==> src/cmr_pkg.sv <==
// package: register map, field layout and reset values of the clock mode block
package cmr_pkg;
  localparam logic [7:0] OFF_PCLK_SET0 = 8'h10;
  localparam logic [7:0] OFF_PCLK_SET1 = 8'h14;
  localparam logic [7:0] OFF_PCLK_CLR0 = 8'h18;
  localparam logic [7:0] OFF_PCLK_CLR1 = 8'h1C;
  localparam logic [7:0] OFF_PCLK_STAT0 = 8'h20;
  localparam logic [7:0] OFF_PCLK_STAT1 = 8'h24;
  localparam logic [7:0] OFF_MODE0 = 8'h28;
  localparam logic [7:0] OFF_MODE1 = 8'h2C;
  localparam logic [7:0] OFF_IRQ_MASK = 8'h30;
  localparam logic [7:0] OFF_IRQ_RAW = 8'h34;
  localparam logic [7:0] OFF_IRQ_MASKED = 8'h38;
  localparam logic [7:0] OFF_IRQ_CLEAR = 8'h3C;

  localparam logic [31:0] PCLK0_RST = 32'h0000000C;
  localparam logic [31:0] PCLK0_WMASK = 32'hEFFFFFFF;
  localparam logic [31:0] PCLK1_WMASK = 32'h000003FF;
  localparam logic [31:0] MODE0_RST = 32'h0000084B;
  localparam logic [31:0] MODE0_WMASK = 32'h00007EFF;
  localparam logic [31:0] MODE1_RST = 32'h00020310;
  localparam logic [31:0] IRQ_MASK_WMASK = 32'h0005F09F;
  localparam logic [31:0] IRQ_RAW_WMASK = 32'h0007F09F;
  localparam logic [31:0] IRQ_RAW_RST = 32'h0000001F;

  localparam int VD_RL_LSB = 0;
  localparam int VD_RST_EN_BIT = 3;
  localparam int VD_IL_LSB = 4;
  localparam int VD_IRQ_EN_BIT = 7;
  localparam int EVT_BIT = 9;
  localparam int SYSTICK_EN_BIT = 10;
  localparam int VD_PWR_BIT = 11;
  localparam int CLOCK_OUTPUT_SELECT_LSB = 12;
  localparam int SYS_LSB = 0;
  localparam int WDT_LSB = 4;
  localparam int FRT_LSB = 8;
  localparam int STT_LSB = 12;
  localparam int LCD_LSB = 16;
  localparam int IRQ_SW_STABLE = 4;
  localparam int IRQ_VDET = 16;
  localparam int IRQ_VDET_RST = 17;
  localparam int IRQ_COMMAND_ERROR_FLAG = 18;
  localparam int IRQ_FAIL_LSB = 12;
  localparam int IRQ_PLL = 7;

  localparam logic [2:0] SRC_EXT_MAIN = 3'h0;
  localparam logic [2:0] SRC_INT_MAIN = 3'h1;
  localparam logic [2:0] SRC_EXT_SUB = 3'h2;
  localparam logic [2:0] SRC_INT_SUB = 3'h3;
  localparam logic [2:0] SRC_PLL = 3'h4;
  localparam logic [2:0] SYS_EXT_SUB = 3'h0;
  localparam logic [2:0] SYS_EXT_MAIN = 3'h1;
  localparam logic [2:0] SYS_INT_SUB = 3'h2;
  localparam logic [2:0] SYS_INT_MAIN = 3'h3;
  localparam logic [2:0] SYS_PLL = 3'h4;
  localparam logic [2:0] VD_LVL_MIN = 3'h3;
  localparam logic [2:0] VD_LVL_MAX = 3'h6;
  localparam logic [2:0] CLOCK_OUTPUT_SELECT_RSVD = 3'h5;

  localparam int SW_SETTLE_CYCLES = 4;
endpackage

==> src/cmr_system_clock_select_switch.sv <==
// system clock switch sequencer raising a stable pulse when done
`timescale 1ns/10ps
module cmr_system_clock_select_switch #(
  parameter int SETTLE = cmr_pkg::SW_SETTLE_CYCLES
) (
  input wire logic clk,
  input wire logic sys_rst,
  input wire logic start,
  input wire logic new_src_ready,
  output logic busy,
  output logic done
);
  typedef enum logic [1:0] {IDLE, WAIT_SRC, SETTLING} cmr_sw_state_t;
  cmr_sw_state_t state_r;
  cmr_sw_state_t state_nxt;
  logic [7:0] cnt_r;
  logic [7:0] cnt_nxt;
  wire logic settle_end;

  assign settle_end = (cnt_r == 8'(SETTLE - 1));
  assign busy = (state_r != IDLE);

  always_comb begin
    state_nxt = state_r;
    cnt_nxt = cnt_r;
    unique case (state_r)
      IDLE: begin
        cnt_nxt = 8'h00;
        if (start) begin
          state_nxt = WAIT_SRC;
        end
      end
      WAIT_SRC: begin
        if (new_src_ready) begin
          state_nxt = SETTLING;
        end
      end
      SETTLING: begin
        cnt_nxt = cnt_r + 8'h01;
        if (settle_end) begin
          state_nxt = IDLE;
        end
      end
    endcase
  end

  always_ff @(posedge clk) begin
    if (sys_rst) begin
      state_r <= IDLE;
      cnt_r <= 8'h00;
      done <= 1'b0;
    end else begin
      state_r <= state_nxt;
      cnt_r <= cnt_nxt;
      done <= (state_r == SETTLING) && settle_end;
    end
  end
endmodule

==> src/cmr_vdet_ctrl.sv <==
// voltage detector action logic: reset and interrupt decisions
`timescale 1ns/10ps
module cmr_vdet_ctrl (
  input wire logic clk,
  input wire logic sys_rst,
  input wire logic [2:0] reset_level,
  input wire logic [2:0] irq_level,
  input wire logic reset_enable,
  input wire logic irq_enable,
  input wire logic power_up,
  input wire logic [3:0] level_crossed,
  output logic vdet_power,
  output logic vdet_chip_reset,
  output logic vdet_irq_event,
  output logic vdet_reset_seen
);
  wire logic [1:0] rl_idx;
  wire logic [1:0] il_idx;
  wire logic rl_hit;
  wire logic il_hit;
  logic il_hit_r;

  assign rl_idx = 2'(reset_level - cmr_pkg::VD_LVL_MIN);
  assign il_idx = 2'(irq_level - cmr_pkg::VD_LVL_MIN);
  assign rl_hit = power_up && level_crossed[rl_idx];
  assign il_hit = power_up && level_crossed[il_idx];
  assign vdet_power = power_up;

  always_ff @(posedge clk) begin
    if (sys_rst) begin
      vdet_chip_reset <= 1'b0;
      vdet_irq_event <= 1'b0;
      vdet_reset_seen <= 1'b0;
      il_hit_r <= 1'b0;
    end else begin
      // equal levels let an irq-level detection act as a reset
      vdet_chip_reset <= (rl_hit && reset_enable)
        || (il_hit && reset_enable && irq_level == reset_level);
      vdet_irq_event <= il_hit && !il_hit_r && irq_enable;
      vdet_reset_seen <= rl_hit;
      il_hit_r <= il_hit;
    end
  end
endmodule

==> src/cmr_clock_mode_regs.sv <==
// clock manager mode, gating and interrupt mask registers on apb
`timescale 1ns/10ps
// Functional notes
// - status bit 1 means peripheral bus clock connected; gated peripheral ignores writes
// - first status word resets to 0x0C: watchdog and free-run clocks on
// - writing 1 to a clear-word bit gates that clock; 0 does nothing
// - detector reset level bits 2:0, codes 011..110, reset 011
// - bit 3 enables detector chip reset, resets to 1
// - detector interrupt level bits 6:4, same codes, reset 100
// - equal interrupt and reset levels make a detection reset the chip
// - bit 7 enables detector interrupt, resets to 0
// - bit 9 set pulses the processor receive-event input; resets to 0
// - bit 11 powers detector, reset 1; powered down disables its actions
// - clock output selector bits 14:12 picks seven sources, code 101 reserved and dropped, resets to 000
// - system clock selector bits 2:0 codes 000..100 pick five sources
// - prohibited system clock codes leave selector and clock unchanged
// - finished system clock switch sets switching-stable status
// - low two system clock selector bits reset from boot clock option
// - watchdog selector bits 6:4 five sources else off, resets 001
// - selecting a disabled source keeps old value, sets command error
// - free-run timer selector bits 10:8 same coding, resets 011
// - stamp timer selector bits 14:12 only four oscillators, resets 000
// - lcd selector bits 18:16 same coding, resets 010
// - mask bits read back, 1 enables, 0 masks, reset 0
// - interrupt bit placement: 0-4, 7, 12-15, 16, 18
// - masked status is raw and mask; writes ignored
// - writing 1 to clear register clears raw bit; 0 no effect
module cmr_clock_mode_regs (
  input wire logic clk,
  input wire logic sys_rst,
  input wire logic psel,
  input wire logic penable,
  input wire logic pwrite,
  input wire logic [7:0] paddr,
  input wire logic [31:0] pwdata,
  output logic [31:0] prdata,
  output logic pready,
  output logic pslverr,
  input wire logic [1:0] boot_clock_option,
  input wire logic [4:0] src_enabled,
  input wire logic [4:0] src_stable_evt,
  input wire logic [3:0] fail_evt,
  input wire logic [3:0] vdet_level_crossed,
  output logic [31:0] periph_clk_en0,
  output logic [31:0] periph_clk_en1,
  output logic [2:0] system_clock_select,
  output logic system_clock_switching,
  output logic [2:0] watchdog_clock_select,
  output logic [2:0] freerun_timer_clock_select,
  output logic [2:0] stamp_timer_clock_select,
  output logic [2:0] lcd_clock_select,
  output logic [2:0] clock_output_select,
  output logic systick_clock_enable,
  output logic processor_event_pulse,
  output logic vdet_power_up,
  output logic vdet_chip_reset,
  output logic command_error_flag,
  output logic cm_irq
);
  logic [31:0] pclk0_r;
  logic [31:0] pclk1_r;
  logic [31:0] mode0_r;
  logic [31:0] mode1_r;
  logic [31:0] mask_r;
  logic [31:0] raw_r;
  logic [31:0] raw_nxt;
  logic [31:0] mode1_nxt;
  logic boot_load_r;
  logic evt_arm_r;
  logic cmd_err_nxt;
  logic [31:0] prdata_nxt;

  wire logic wr;
  wire logic rd;
  wire logic [31:0] masked;
  wire logic [2:0] sys_req;
  wire logic sys_legal;
  wire logic sys_changes;
  wire logic sys_start;
  wire logic sw_busy;
  wire logic sw_done;
  wire logic vd_irq_evt;
  wire logic vd_rst_seen;
  wire logic known_addr;
  wire logic [31:0] mode0_wr;

  // true when a peripheral selector code may be taken; disconnect codes always pass
  function automatic logic src_ok(input logic [2:0] code, input logic [4:0] en,
                                  input logic allow_pll);
    if (code <= cmr_pkg::SRC_INT_SUB) begin
      src_ok = en[code];
    end else if (code == cmr_pkg::SRC_PLL && allow_pll) begin
      src_ok = en[code];
    end else begin
      src_ok = 1'b1;
    end
  endfunction

  // system code to source enable index
  function automatic logic sys_ok(input logic [2:0] code, input logic [4:0] en);
    unique case (code)
      cmr_pkg::SYS_EXT_SUB: sys_ok = en[cmr_pkg::SRC_EXT_SUB];
      cmr_pkg::SYS_EXT_MAIN: sys_ok = en[cmr_pkg::SRC_EXT_MAIN];
      cmr_pkg::SYS_INT_SUB: sys_ok = en[cmr_pkg::SRC_INT_SUB];
      cmr_pkg::SYS_INT_MAIN: sys_ok = en[cmr_pkg::SRC_INT_MAIN];
      default: sys_ok = en[cmr_pkg::SRC_PLL];
    endcase
  endfunction

  assign wr = psel && penable && pwrite;
  assign rd = psel && !penable && !pwrite;
  assign pready = 1'b1;
  assign pslverr = 1'b0;
  assign known_addr = paddr[1:0] == 2'h0 && paddr >= cmr_pkg::OFF_PCLK_SET0
    && paddr <= cmr_pkg::OFF_IRQ_CLEAR;
  assign masked = raw_r & mask_r;
  assign cm_irq = |masked;

  assign sys_req = pwdata[cmr_pkg::SYS_LSB +: 3];
  assign sys_legal = sys_req <= cmr_pkg::SYS_PLL;
  assign sys_changes = sys_req != mode1_r[cmr_pkg::SYS_LSB +: 3];
  assign sys_start = wr && paddr == cmr_pkg::OFF_MODE1 && sys_legal && sys_changes
    && sys_ok(sys_req, src_enabled) && !sw_busy;

  // a reserved clock output code is dropped so the pin never sees it
  assign mode0_wr = (pwdata[cmr_pkg::CLOCK_OUTPUT_SELECT_LSB +: 3] == cmr_pkg::CLOCK_OUTPUT_SELECT_RSVD)
    ? ((pwdata & cmr_pkg::MODE0_WMASK & ~(32'h00000007 << cmr_pkg::CLOCK_OUTPUT_SELECT_LSB))
       | (mode0_r & (32'h00000007 << cmr_pkg::CLOCK_OUTPUT_SELECT_LSB)))
    : (pwdata & cmr_pkg::MODE0_WMASK);

  cmr_system_clock_select_switch u_sw (
    .clk(clk),
    .sys_rst(sys_rst),
    .start(sys_start),
    .new_src_ready(sys_ok(mode1_r[cmr_pkg::SYS_LSB +: 3], src_enabled)),
    .busy(sw_busy),
    .done(sw_done)
  );

  cmr_vdet_ctrl u_vd (
    .clk(clk),
    .sys_rst(sys_rst),
    .reset_level(mode0_r[cmr_pkg::VD_RL_LSB +: 3]),
    .irq_level(mode0_r[cmr_pkg::VD_IL_LSB +: 3]),
    .reset_enable(mode0_r[cmr_pkg::VD_RST_EN_BIT]),
    .irq_enable(mode0_r[cmr_pkg::VD_IRQ_EN_BIT]),
    .power_up(mode0_r[cmr_pkg::VD_PWR_BIT]),
    .level_crossed(vdet_level_crossed),
    .vdet_power(vdet_power_up),
    .vdet_chip_reset(vdet_chip_reset),
    .vdet_irq_event(vd_irq_evt),
    .vdet_reset_seen(vd_rst_seen)
  );

  // each selector field checked on its own; a bad one keeps old value
  always_comb begin
    mode1_nxt = mode1_r;
    cmd_err_nxt = 1'b0;
    if (wr && paddr == cmr_pkg::OFF_MODE1) begin
      if (sys_start) begin
        mode1_nxt[cmr_pkg::SYS_LSB +: 3] = sys_req;
      end else if (sys_legal && sys_changes) begin
        cmd_err_nxt = 1'b1;
      end
      if (src_ok(pwdata[cmr_pkg::WDT_LSB +: 3], src_enabled, 1'b1)) begin
        mode1_nxt[cmr_pkg::WDT_LSB +: 3] = pwdata[cmr_pkg::WDT_LSB +: 3];
      end else begin
        cmd_err_nxt = 1'b1;
      end
      if (src_ok(pwdata[cmr_pkg::FRT_LSB +: 3], src_enabled, 1'b1)) begin
        mode1_nxt[cmr_pkg::FRT_LSB +: 3] = pwdata[cmr_pkg::FRT_LSB +: 3];
      end else begin
        cmd_err_nxt = 1'b1;
      end
      if (src_ok(pwdata[cmr_pkg::STT_LSB +: 3], src_enabled, 1'b0)) begin
        mode1_nxt[cmr_pkg::STT_LSB +: 3] = pwdata[cmr_pkg::STT_LSB +: 3];
      end else begin
        cmd_err_nxt = 1'b1;
      end
      if (src_ok(pwdata[cmr_pkg::LCD_LSB +: 3], src_enabled, 1'b1)) begin
        mode1_nxt[cmr_pkg::LCD_LSB +: 3] = pwdata[cmr_pkg::LCD_LSB +: 3];
      end else begin
        cmd_err_nxt = 1'b1;
      end
    end
  end

  // hardware sets win over a same-cycle software clear
  always_comb begin
    raw_nxt = raw_r;
    if (wr && paddr == cmr_pkg::OFF_IRQ_CLEAR) begin
      raw_nxt = raw_r & ~(pwdata & cmr_pkg::IRQ_RAW_WMASK);
    end
    raw_nxt[3:0] = raw_nxt[3:0] | src_stable_evt[3:0];
    raw_nxt[cmr_pkg::IRQ_PLL] = raw_nxt[cmr_pkg::IRQ_PLL] | src_stable_evt[4];
    raw_nxt[cmr_pkg::IRQ_SW_STABLE] = raw_nxt[cmr_pkg::IRQ_SW_STABLE] | sw_done;
    raw_nxt[cmr_pkg::IRQ_FAIL_LSB +: 4] = raw_nxt[cmr_pkg::IRQ_FAIL_LSB +: 4] | fail_evt;
    raw_nxt[cmr_pkg::IRQ_VDET] = raw_nxt[cmr_pkg::IRQ_VDET] | vd_irq_evt;
    raw_nxt[cmr_pkg::IRQ_VDET_RST] = raw_nxt[cmr_pkg::IRQ_VDET_RST] | vd_rst_seen;
    raw_nxt[cmr_pkg::IRQ_COMMAND_ERROR_FLAG] = raw_nxt[cmr_pkg::IRQ_COMMAND_ERROR_FLAG] | cmd_err_nxt;
  end

  always_comb begin
    prdata_nxt = 32'h00000000;
    unique case (paddr)
      cmr_pkg::OFF_PCLK_STAT0: prdata_nxt = pclk0_r;
      cmr_pkg::OFF_PCLK_STAT1: prdata_nxt = pclk1_r;
      cmr_pkg::OFF_MODE0: prdata_nxt = mode0_r;
      cmr_pkg::OFF_MODE1: prdata_nxt = mode1_r;
      cmr_pkg::OFF_IRQ_MASK: prdata_nxt = mask_r;
      cmr_pkg::OFF_IRQ_RAW: prdata_nxt = raw_r;
      cmr_pkg::OFF_IRQ_MASKED: prdata_nxt = masked;
      default: prdata_nxt = 32'h00000000;
    endcase
  end

  always_ff @(posedge clk) begin
    if (sys_rst) begin
      pclk0_r <= cmr_pkg::PCLK0_RST;
      pclk1_r <= 32'h00000000;
      mode0_r <= cmr_pkg::MODE0_RST;
      mode1_r <= cmr_pkg::MODE1_RST;
      mask_r <= 32'h00000000;
      raw_r <= cmr_pkg::IRQ_RAW_RST;
      boot_load_r <= 1'b1;
      prdata <= 32'h00000000;
    end else begin
      boot_load_r <= 1'b0;
      mode1_r <= mode1_nxt;
      if (boot_load_r) begin
        mode1_r[cmr_pkg::SYS_LSB +: 2] <= boot_clock_option;
      end
      raw_r <= raw_nxt;
      if (rd) begin
        prdata <= known_addr ? prdata_nxt : 32'h00000000;
      end
      if (wr && paddr == cmr_pkg::OFF_PCLK_SET0) begin
        pclk0_r <= pclk0_r | (pwdata & cmr_pkg::PCLK0_WMASK);
      end
      if (wr && paddr == cmr_pkg::OFF_PCLK_CLR0) begin
        pclk0_r <= pclk0_r & ~(pwdata & cmr_pkg::PCLK0_WMASK);
      end
      if (wr && paddr == cmr_pkg::OFF_PCLK_SET1) begin
        pclk1_r <= pclk1_r | (pwdata & cmr_pkg::PCLK1_WMASK);
      end
      if (wr && paddr == cmr_pkg::OFF_PCLK_CLR1) begin
        pclk1_r <= pclk1_r & ~(pwdata & cmr_pkg::PCLK1_WMASK);
      end
      if (wr && paddr == cmr_pkg::OFF_MODE0) begin
        mode0_r <= mode0_wr;
      end
      if (wr && paddr == cmr_pkg::OFF_IRQ_MASK) begin
        mask_r <= pwdata & cmr_pkg::IRQ_MASK_WMASK;
      end
    end
  end

  // event pulse fires once per rising edge of the enable bit
  always_ff @(posedge clk) begin
    if (sys_rst) begin
      evt_arm_r <= 1'b0;
      processor_event_pulse <= 1'b0;
    end else begin
      evt_arm_r <= mode0_r[cmr_pkg::EVT_BIT];
      processor_event_pulse <= mode0_r[cmr_pkg::EVT_BIT] && !evt_arm_r;
    end
  end

  // gated clocks are what blocks peripheral register writes
  assign periph_clk_en0 = pclk0_r;
  assign periph_clk_en1 = pclk1_r;
  assign system_clock_select = mode1_r[cmr_pkg::SYS_LSB +: 3];
  assign system_clock_switching = sw_busy;
  assign watchdog_clock_select = mode1_r[cmr_pkg::WDT_LSB +: 3];
  assign freerun_timer_clock_select = mode1_r[cmr_pkg::FRT_LSB +: 3];
  assign stamp_timer_clock_select = mode1_r[cmr_pkg::STT_LSB +: 3];
  assign lcd_clock_select = mode1_r[cmr_pkg::LCD_LSB +: 3];
  assign clock_output_select = mode0_r[cmr_pkg::CLOCK_OUTPUT_SELECT_LSB +: 3];
  assign systick_clock_enable = mode0_r[cmr_pkg::SYSTICK_EN_BIT];
  assign command_error_flag = raw_r[cmr_pkg::IRQ_COMMAND_ERROR_FLAG];
endmodule

==> config.mk <==
export PLATFORM = sky130hd
export DESIGN_NAME = cmr_clock_mode_regs
export DESIGN_NICKNAME = d
export VERILOG_FILES = /design/src/cmr_pkg.sv /design/src/cmr_system_clock_select_switch.sv /design/src/cmr_vdet_ctrl.sv /design/src/cmr_clock_mode_regs.sv
export SDC_FILE = /design/constraint.sdc
export NUM_CORES = 1
export LEC_CHECK = 0
export ABC_AREA = 1
export BUFFER_PORTS_ARGS = -buffer_cell sky130_fd_sc_hd__buf_4
export CAP_MARGIN = 40
export CORE_MARGIN = 2
export CORE_UTILIZATION = 53
export DETAILED_ROUTE_END_ITERATION = 10
export HOLD_SLACK_MARGIN = 0.05
export PLACE_DENSITY = 0.89
export REMOVE_ABC_BUFFERS = 1
export SLEW_MARGIN = 5
export SYNTH_ARGS = -nofsm -noshare
export SYNTH_HDL_FRONTEND = slang
export SYNTH_SLANG_ARGS = --single-unit
export TNS_END_PERCENT = 5
==> constraint.sdc <==
create_clock -name clk -period 1.6 [get_ports clk]
set_input_delay 0.08 -clock clk [delete_from_list [all_inputs] [get_ports clk]]
set_output_delay 0.08 -clock clk [all_outputs]
set_load 0.01 [all_outputs]
==> impl_metrics.yaml, run 1 <==
run_status:
  status: "complete, no violations"
synth:
  ys_async_sr_fraction_pct: 0
  synth_area_um2: 7020
  ys_ff_latch: 144
  yosysMostFrequentCell: "nand2_1"
  netlist_instances: 986
  netlist_top_cells_count: "nand2_1 (251), dfxtp_1 (144), inv_1 (106)"
  yosys.cell_types.count: 39
  yosysTopAreaCellShare_pct: 41.0
  synth_area_leaders: "dfxtp_1 (41%), nand2_1 (13%), a21oi_1 (5.8%), inv_1 (5.7%), o21ai_0 (5.1%)"
  synth_ff_type: "dfxtp_1"
  yosysTopAreaCell: "dfxtp_1"
  synth_seq_area_share_pct: 41.0
  synth_edf_count: 0
  yosys_warnings: 0
  synth.avg_cell_area_um2: 7.12
run:
  max-cap-violations: 0
clock_network:
  cts_max_level: 4
  clock_sink_count: 144
  worstSkewPairLatency_ns: 0.43
  cts_buffers: 17
  clk_path_buf_depth: 2
  cts_tree: "yes"
  clkTransAtPathRegs_ns: 0.06
  clockRootBuffer: "clkbuf_16"
critical_path:
  critPathKind: "register to output pin"
  worstPathRequired_ns: 1.52
  slowest_stage: "dfxtp_2"
  path_buf_inv: 2
  rr_endpoint: "u_sw.state_r[0]"
  critPathMaxStageDelay_ns: 0.33
  arrival_ns: 1.48
  worstRegToRegCells: 8
  end_kind: "output pin"
  reg2reg_slack_ns: 0.12
  path_cells: "nand2_1 -> inv_2 -> a2111oi_4 -> nand3_2 -> buf_6"
  crit_fanout: 3
  cp-start-kind: "register"
  reg2reg_from: "mode1_r[2]"
  critical-path-top-delay-family: "flip-flops"
timing:
  fin_crit_ns: 1.56
  finalSetupTns_ns: 0
  rsz0062_at_grt: "yes"
  setup_viol: 0
  hold_violations: 0
  skew_ns: 0.00471
  max_freq_ghz: 0.639
  holdWs_ns: 0.0630
  period_share_pct: 97.8
  layout_setup_ws_ns: 0.0351
  final-max-slew-violation-count: 0
hold_path:
  hold_end: "mode1_r[8]"
  min_delay_path_depth: 3
  hold_path_class: "input port to register"
  hold_path_startpoint: "pwdata[8]"
drt:
  drtIter0Drc: 969
  viasPerCell: 5.57
  wl_per_cell_um: 16.8
  firstDrtPassIters: 5
  drc: 0
  vias: 7704
  ant_nets: 0
  wl_um: 23200
layout:
  drive_gt1_share_pct: 23.4
  area_growth_pct: 37.0
  fin_nets: 1262
  diodes: 0
  fill_cells: 922
  postLayoutCoreUtil_pct: 73.6
floorplan:
  core_um2: 13100
  initial_core_util_pct: 53.7
  die_w_um: 119
  row_count: 42
  io_pins: 188
  dieArea_um2: 14200
  die_h_um: 119
place:
  dp.final_hpwl_um: 14900
  portBuffers: 160
  finalWeightedCongestion: 0.902
  preCtsSetupSlack_ns: 0.00773
global_routing:
  grt_usage_pct: 32.2
  grt_pass1_wl_um: 36400
  grt_max_degree: 61
  grt_pass1_vias: 7409
  grt-ovfl-total: 0
  antenna_found_initial: 0
power:
  total_power_uw: 8670
  p_per_area_nw_per_um2: 901
  leakage_uw: 0.00448
  ir_worst_vdd_uv: 751
[worst max path at each step]
stage	start	end	slack, ns	cells past startpoint
after floorplan	penable	prdata[15]	-1.36	4
after global placement	paddr[7]	prdata[2]	0.05	12
after detailed placement	paddr[7]	register	0.008	10
after CTS	mask_r[7]	cm_irq	0.001	5
after global routing	paddr[3]	prdata[13]	-0.06	12
final	mask_r[12]	cm_irq	0.04	5
[power breakdown]
group | internal (µW) | total, µW | switching (µW)
Sequential | 3630 | 3670 | 37.4
Combinational | 388 | 988 | 600
Clock | 2490 | 4020 | 1530
Total | 6510 | 8670 | 2160
[area by class of cell]
type,count,area [µm²],area share (%)
Sequential cell,144,2890,30.0
Inverter,117,447,4.64
Timing Repair Buffer,239,2000,20.8
Clock inverter,9,105,1.09
Multi-Input combinational cell,674,3470,36.0
Clock buffer,23,498,5.17
Tap cell,176,220,2.29
[kinds of logic after synthesis]
family          Yosys count  share of synthesized area (%)
simple gates            396                           23.7
compound gates          245                           21.9
buf+inv                 192                           12.2
flops                   144                           41.0
fa+ha+maj                 4                          0.713
xor+xnor                  3                          0.374
other cells               2                          0.107
[layer usage]
metal | share of wire (%) | routed length, µm | track usage, %
met1 | 37 | 8690 | 38.8
met2 | 48 | 11100 | 53.1
met3 | 9.6 | 2220 | 6.90
met4 | 5.2 | 1210 | 18.9
met5 | 0 | 0 | 0
[timing repair]
item,CTS,global route
buffers inserted,1,1
hold endpoints to repair,50,0
pin swaps,2,4
hold buffers,38,0
gates resized for setup,5,23
setup endpoints to repair,1,26
[stage by stage]
| stage | instance area [µm²] | std cells |
|---|---|---|
| 6_report | 9620 | 1382 |
| 4_1_cts | 9530 | 1381 |
| 3_3_place_gp | 8520 | 1310 |
| 2_1_floorplan | 6700 | 935 |
| 3_5_place_dp | 8520 | 1310 |
| 5_1_grt | 9620 | 1382 |
[cell usage in the layout, fill, tap and decap left out, types with 12 or more instances in the layout]
| cell type | count |
|---|---|
| o21bai_1 | 22 |
| conb_1 | 26 |
| inv_2 | 12 |
| buf_4 | 190 |
| inv_1 | 102 |
| clkbuf_16 | 17 |
| o211ai_1 | 14 |
| nand3_1 | 38 |
| o21ai_0 | 70 |
| nor2_1 | 66 |
| dlygate4sd3_1 | 38 |
| a21oi_1 | 81 |
| dfxtp_1 | 141 |
| nand2_1 | 248 |
| o311a_1 | 35 |
[worst register-to-register path, delay by kind of cell (launching register included)]
family	cells	cell delay (ns)
flip-flops	1	0.49
AO/OA/AOI/OAI	1	0.14
buffers and inverters	1	0.07
XOR/XNOR	1	0.21
AND/OR/NAND/NOR	5	0.48
(Power assumes the default switching activity.)
==> run 2, diff against run 1 <==
CORE_UTILIZATION = 57   (was 53)
PLACE_DENSITY = 0.91   (was 0.89)
clock period = 1.9 ns   (was 1.6 ns; I/O delays follow)
==> run 2 against run 1 <==
Compared with the run above: non-clock buffer count fell by 12; power fell by 14%; die area fell by 6.8%; setup slack improved by 0.032 ns; final area fell by 2.8%; clock power fell by 11%; sequential power fell by 16%; register-to-register slack improved by 0.20 ns; combinational power fell by 19%; clock skew rose by 0.0015 ns; global-route usage rose by 2.8 points; largest cell class unchanged.
==> impl_metrics.yaml, run 2 (synthesis results as in run 1) <==
clock_network:
  clkTransAtPathRegs_ns: 0.06
  worstSkewPairLatency_ns: 0.44
  cts_tree: "yes"
  cts_setup_buffers: 0
  clock_sink_count: 144
  cts_buffers: 17
  clk_path_buf_depth: 2
  clockRootBuffer: "clkbuf_16"
  cts_max_level: 4
drt:
  drc: 0
  wl_um: 23300
  viasPerCell: 5.82
  ant_nets: 0
  m1WireLength_um: 8610
  dr_wl_met2_um: 10900
  wl_per_cell_um: 17.3
  dr.max_layer_used: "met4"
  firstDrtPassIters: 7
  vias: 7803
  drtIter0Drc: 844
  dr_wl_met3_um: 2380
timing:
  max_freq_ghz: 0.545
  final-max-slew-violation-count: 0
  maxSlewHeadroom_pct: 65.9
  hold_violations: 0
  setup_viol: 0
  holdWs_ns: 0.0685
  fin_crit_ns: 1.83
  period_share_pct: 96.5
  skew_ns: 0.00623
  tightest_slew_ns: 0.511
critical_path:
  arrival_ns: 2.19
  cp-start-kind: "input port"
  reg2reg_from: "u_sw.state_r[0]"
  crit_fanout: 24
  worstPathRequired_ns: 2.26
  worstRegToRegCells: 8
  critPathLaunch: "paddr[0]"
  reg2reg_slack_ns: 0.32
  rr_endpoint: "u_sw.cnt_r[7]"
  critPathKind: "input port to register"
  end_kind: "register"
floorplan:
  dieArea_um2: 13200
  die_h_um: 115
  core_um2: 12000
  io_pins: 188
  row_count: 40
  die_w_um: 115
  initial_core_util_pct: 58.5
global_routing:
  grt_pass1_vias: 7453
  grt_max_degree: 64
  grt_usage_pct: 35.1
  grt-ovfl-total: 0
  grt_pass1_wl_um: 36200
  antenna_found_initial: 0
place:
  portBuffers: 160
  post-place-cells: 1268
  finalWeightedCongestion: 0.909
  dp.final_hpwl_um: 14500
power:
  ir_worst_vdd_uv: 633
  total_power_uw: 7450
  leakage_uw: 0.00438
  p_per_area_nw_per_um2: 796
hold_path:
  hold_path_startpoint: "paddr[1]"
  min_delay_path_depth: 4
  hold_path_class: "input port to register"
layout:
  fin_nets: 1250
  diodes: 0
  drive_gt1_share_pct: 20.7
  fin_cells: 1341
  final_cell_mix: "nand2_1 (250), buf_4 (184), dfxtp_1 (144)"
  area_growth_pct: 33.2
  layout_commonest_cell: "nand2_1"
run_status:
  status: "complete, no violations"
run:
  max-cap-violations: 0
-- run 2: cell types whose count changed in the layout (fill, tap and decap cells not counted), sizes merged, moves of 2 or more --
cell | before | now
dlygate4sd3 | 38 | 41
bufinv | 2 | 4
clkinvlp | 6 | 2
buf | 201 | 186
inv | 114 | 116
-- run 2: layout make-up --
cell class                 count  area (µm²)
sequential                   144        2880
fill                         814        2660
tap                          147         184
inverter                     117         439
timing repair buffer         227        1830
multi-input combinational    674        3390
clock inverter                10         159
clock buffer                  22         464
-- run 2: what timing repair did --
| action | CTS | global route |
|---|---|---|
| endpoints found under the hold margin | 49 | 0 |
| endpoints found under the setup margin | 1 | 5 |
| gates resized for setup | 1 | 2 |
| hold buffers | 41 | 0 |
-- run 2: power breakdown --
group | internal (µW) | switching (µW)
Clock | 2260 | 1300
Sequential | 3060 | 32.9
Combinational | 306 | 491
Total | 5620 | 1830
-- run 2: worst max path at each step --
stage	endpoint	slack, ns	cells after the start
global route	mask_r[1]	-0.06	12
global placement	prdata[3]	0.30	10
detailed placement	prdata[3]	0.23	10
floorplan	prdata[15]	-1.07	4
finish	mask_r[1]	0.07	12
CTS	cm_irq	0.08	5
-- run 2: metal layers --
layer  global-route usage, %  vias up
met3                    8.96      156
li1                        -     3589
met1                    41.7     3492
met4                    20.6        0
met2                    57.5      566
met5                       0        -
-- run 2: stage by stage --
stage | util (%) | TNS, ns | setup WS [ns] | instance area, µm²
detailed placement | 69.2 | 0 | 0.230 | 8310
global placement | 69.2 | 0 | 0.298 | 8310
global route | 77.9 | -0.373 | -0.0638 | 9350
floorplan | - | -33.61 | -1.07 | 6700
finish | 77.9 | 0 | 0.0668 | 9350
CTS | 77.8 | 0 | 0.0813 | 9340
-- run 2: critical path: stages --
cell and delay [ns]:
dlygate4sd3_1 0.54, buf_4 0.14, inv_2 0.03, nand2_1 0.10
nor2_2 0.19, nand2_1 0.18, nor2_2 0.19, inv_2 0.08
nor2_2 0.08, buf_4 0.27, o21ai_0 0.13, a21oi_1 0.15
==> run 3, diff against run 2 <==
SETUP_SLACK_MARGIN = 0.5   (was unset)
==> run 3 against run 2 <==
Compared with the run above: flip-flop and latch count unchanged; global-route usage increased by 0.50 points; routed wire length increased by 1.9%; clock skew about the same; critical path type is now register to output pin; largest cell class unchanged; largest power group unchanged; highest routed layer unchanged.
==> impl_metrics.yaml, run 3 (synthesis results as in run 1) <==
drt:
  drtIter0Drc: 932
  ant_nets: 0
  viasPerCell: 5.86
  firstDrtPassIters: 6
  wl_per_cell_um: 17.6
  wl_um: 23700
  vias: 7879
  drc: 0
power:
  leakage_uw: 0.00440
  ir_worst_vdd_uv: 635
  p_per_area_nw_per_um2: 794
  total_power_uw: 7480
floorplan:
  row_count: 40
  io_pins: 188
  die_h_um: 115
  dieArea_um2: 13200
  die_w_um: 115
  core_um2: 12000
  initial_core_util_pct: 58.5
timing:
  max_freq_ghz: 0.609
  rsz0062_at_grt: "yes"
  final-max-slew-violation-count: 0
  period_share_pct: 86.5
  layout_setup_ws_ns: 0.257
  fin_crit_ns: 1.64
  holdWs_ns: 0.0705
  skew_ns: 0.00641
  hold_violations: 0
  setup_viol: 0
  maxSlewHeadroom_pct: 58.6
  tightest_slew_ns: 0.620
place:
  post-place-cells: 1268
  preCtsSetupSlack_ns: 0.230
  portBuffers: 160
  finalWeightedCongestion: 0.909
  dp.final_hpwl_um: 14500
  post_dp_cell_area_um2: 8310
layout:
  final_cell_mix: "nand2_1 (249), buf_4 (187), dfxtp_1 (141)"
  area_growth_pct: 34.1
  fill_cells: 788
  fin_nets: 1254
  layout_commonest_cell: "nand2_1"
  fin_area_um2: 9420
  fin_cells: 1345
  diodes: 0
  drive_gt1_share_pct: 21.9
global_routing:
  grt_pass1_vias: 7446
  grt_pass1_wl_um: 36700
  grt_max_degree: 64
  grt_usage_pct: 35.6
  grt-ovfl-total: 0
  antenna_found_initial: 0
critical_path:
  end_kind: "output pin"
  arrival_ns: 1.55
  path_cells: "nand2_2 -> inv_2 -> a2111oi_4 -> nand3_1 -> buf_6"
  critPathKind: "register to output pin"
  critPathMaxStageDelay_ns: 0.35
  worstPathRequired_ns: 1.80
  cp-start-kind: "register"
  slowest_stage: "a2111oi_4"
  crit_fanout: 2
clock_network:
  worstSkewPairLatency_ns: 0.44
  clockRootBuffer: "clkbuf_16"
  cts_max_level: 4
  cts_buffers: 17
  clock_sink_count: 144
  clk_path_buf_depth: 2
  clkTransAtPathRegs_ns: 0.06
  cts_tree: "yes"
hold_path:
  hold_path_class: "input port to register"
run:
  max-cap-violations: 0
run_status:
  status: "complete, no violations"
-- run 3: cell types whose count changed in the layout (fill, tap and decap cells not counted), sizes merged --
cell / change
clkinvlp: +1
buf: +4
inv: -1
-- run 3: what timing repair did --
| action | in CTS | in global routing |
|---|---|---|
| resized for setup | 10 | 4 |
| hold endpoints to repair | 49 | 0 |
| setup buffers | 3 | 1 |
| hold buffers | 41 | 0 |
| endpoints found under the setup margin | 6 | 26 |
| pin swaps | 3 | 3 |
-- run 3: where the power goes --
| group | internal, µW | switching [µW] | leakage (µW) |
|---|---|---|---|
| Sequential | 3060 | 33.7 | 0.00116 |
| Clock | 2260 | 1310 | 0.000300 |
| Combinational | 313 | 502 | 0.00293 |
| Total | 5630 | 1850 | 0.00440 |
-- run 3: final timing paths --
| check | cells after the start | slack [ns] | end | start |
|---|---|---|---|---|
| setup / recovery | 5 | 0.26 | cm_irq | mask_r[7] |
| hold / removal | 4 | 0.07 | register | paddr[1] |
| setup reg to reg | 8 | 0.39 | u_sw.cnt_r[7] | u_sw.state_r[0] |
| hold reg to reg | 1 | 0.39 | processor_event_pulse | evt_arm_r |
-- run 3: cell type report --
cell class	instances	area, µm²	share of cell area, %
repair buffers	231	1870	19.8
clock inverters	10	159	1.69
well taps	147	184	1.95
multi-input cells	674	3420	36.3
flip-flops and latches	144	2890	30.6
inverters	117	443	4.70
clock buffers	22	464	4.93
-- run 3: routing by layer --
layer / wire (µm) / GRT usage [%]
met1: 8790 / 42.9
met2: 11300 / 58.0
met3: 2240 / 7.12
met4: 1390 / 22.7
met5: 0 / 0
-- run 3: metrics by stage --
stage | TNS (ns) | utilization [%]
6_report | 0 | 78.4
5_1_grt | 0 | 78.4
2_1_floorplan | -33.61 | -
3_5_place_dp | 0 | 69.2
3_3_place_gp | 0 | 69.2
4_1_cts | 0 | 78.3
-- run 3: critical path: cells and delay by family, from the launching register on --
| family | cells | cell delay [ns] |
|---|---|---|
| compound gates | 1 | 0.35 |
| buf+inv | 2 | 0.20 |
| flops | 1 | 0.33 |
| simple gates | 2 | 0.23 |
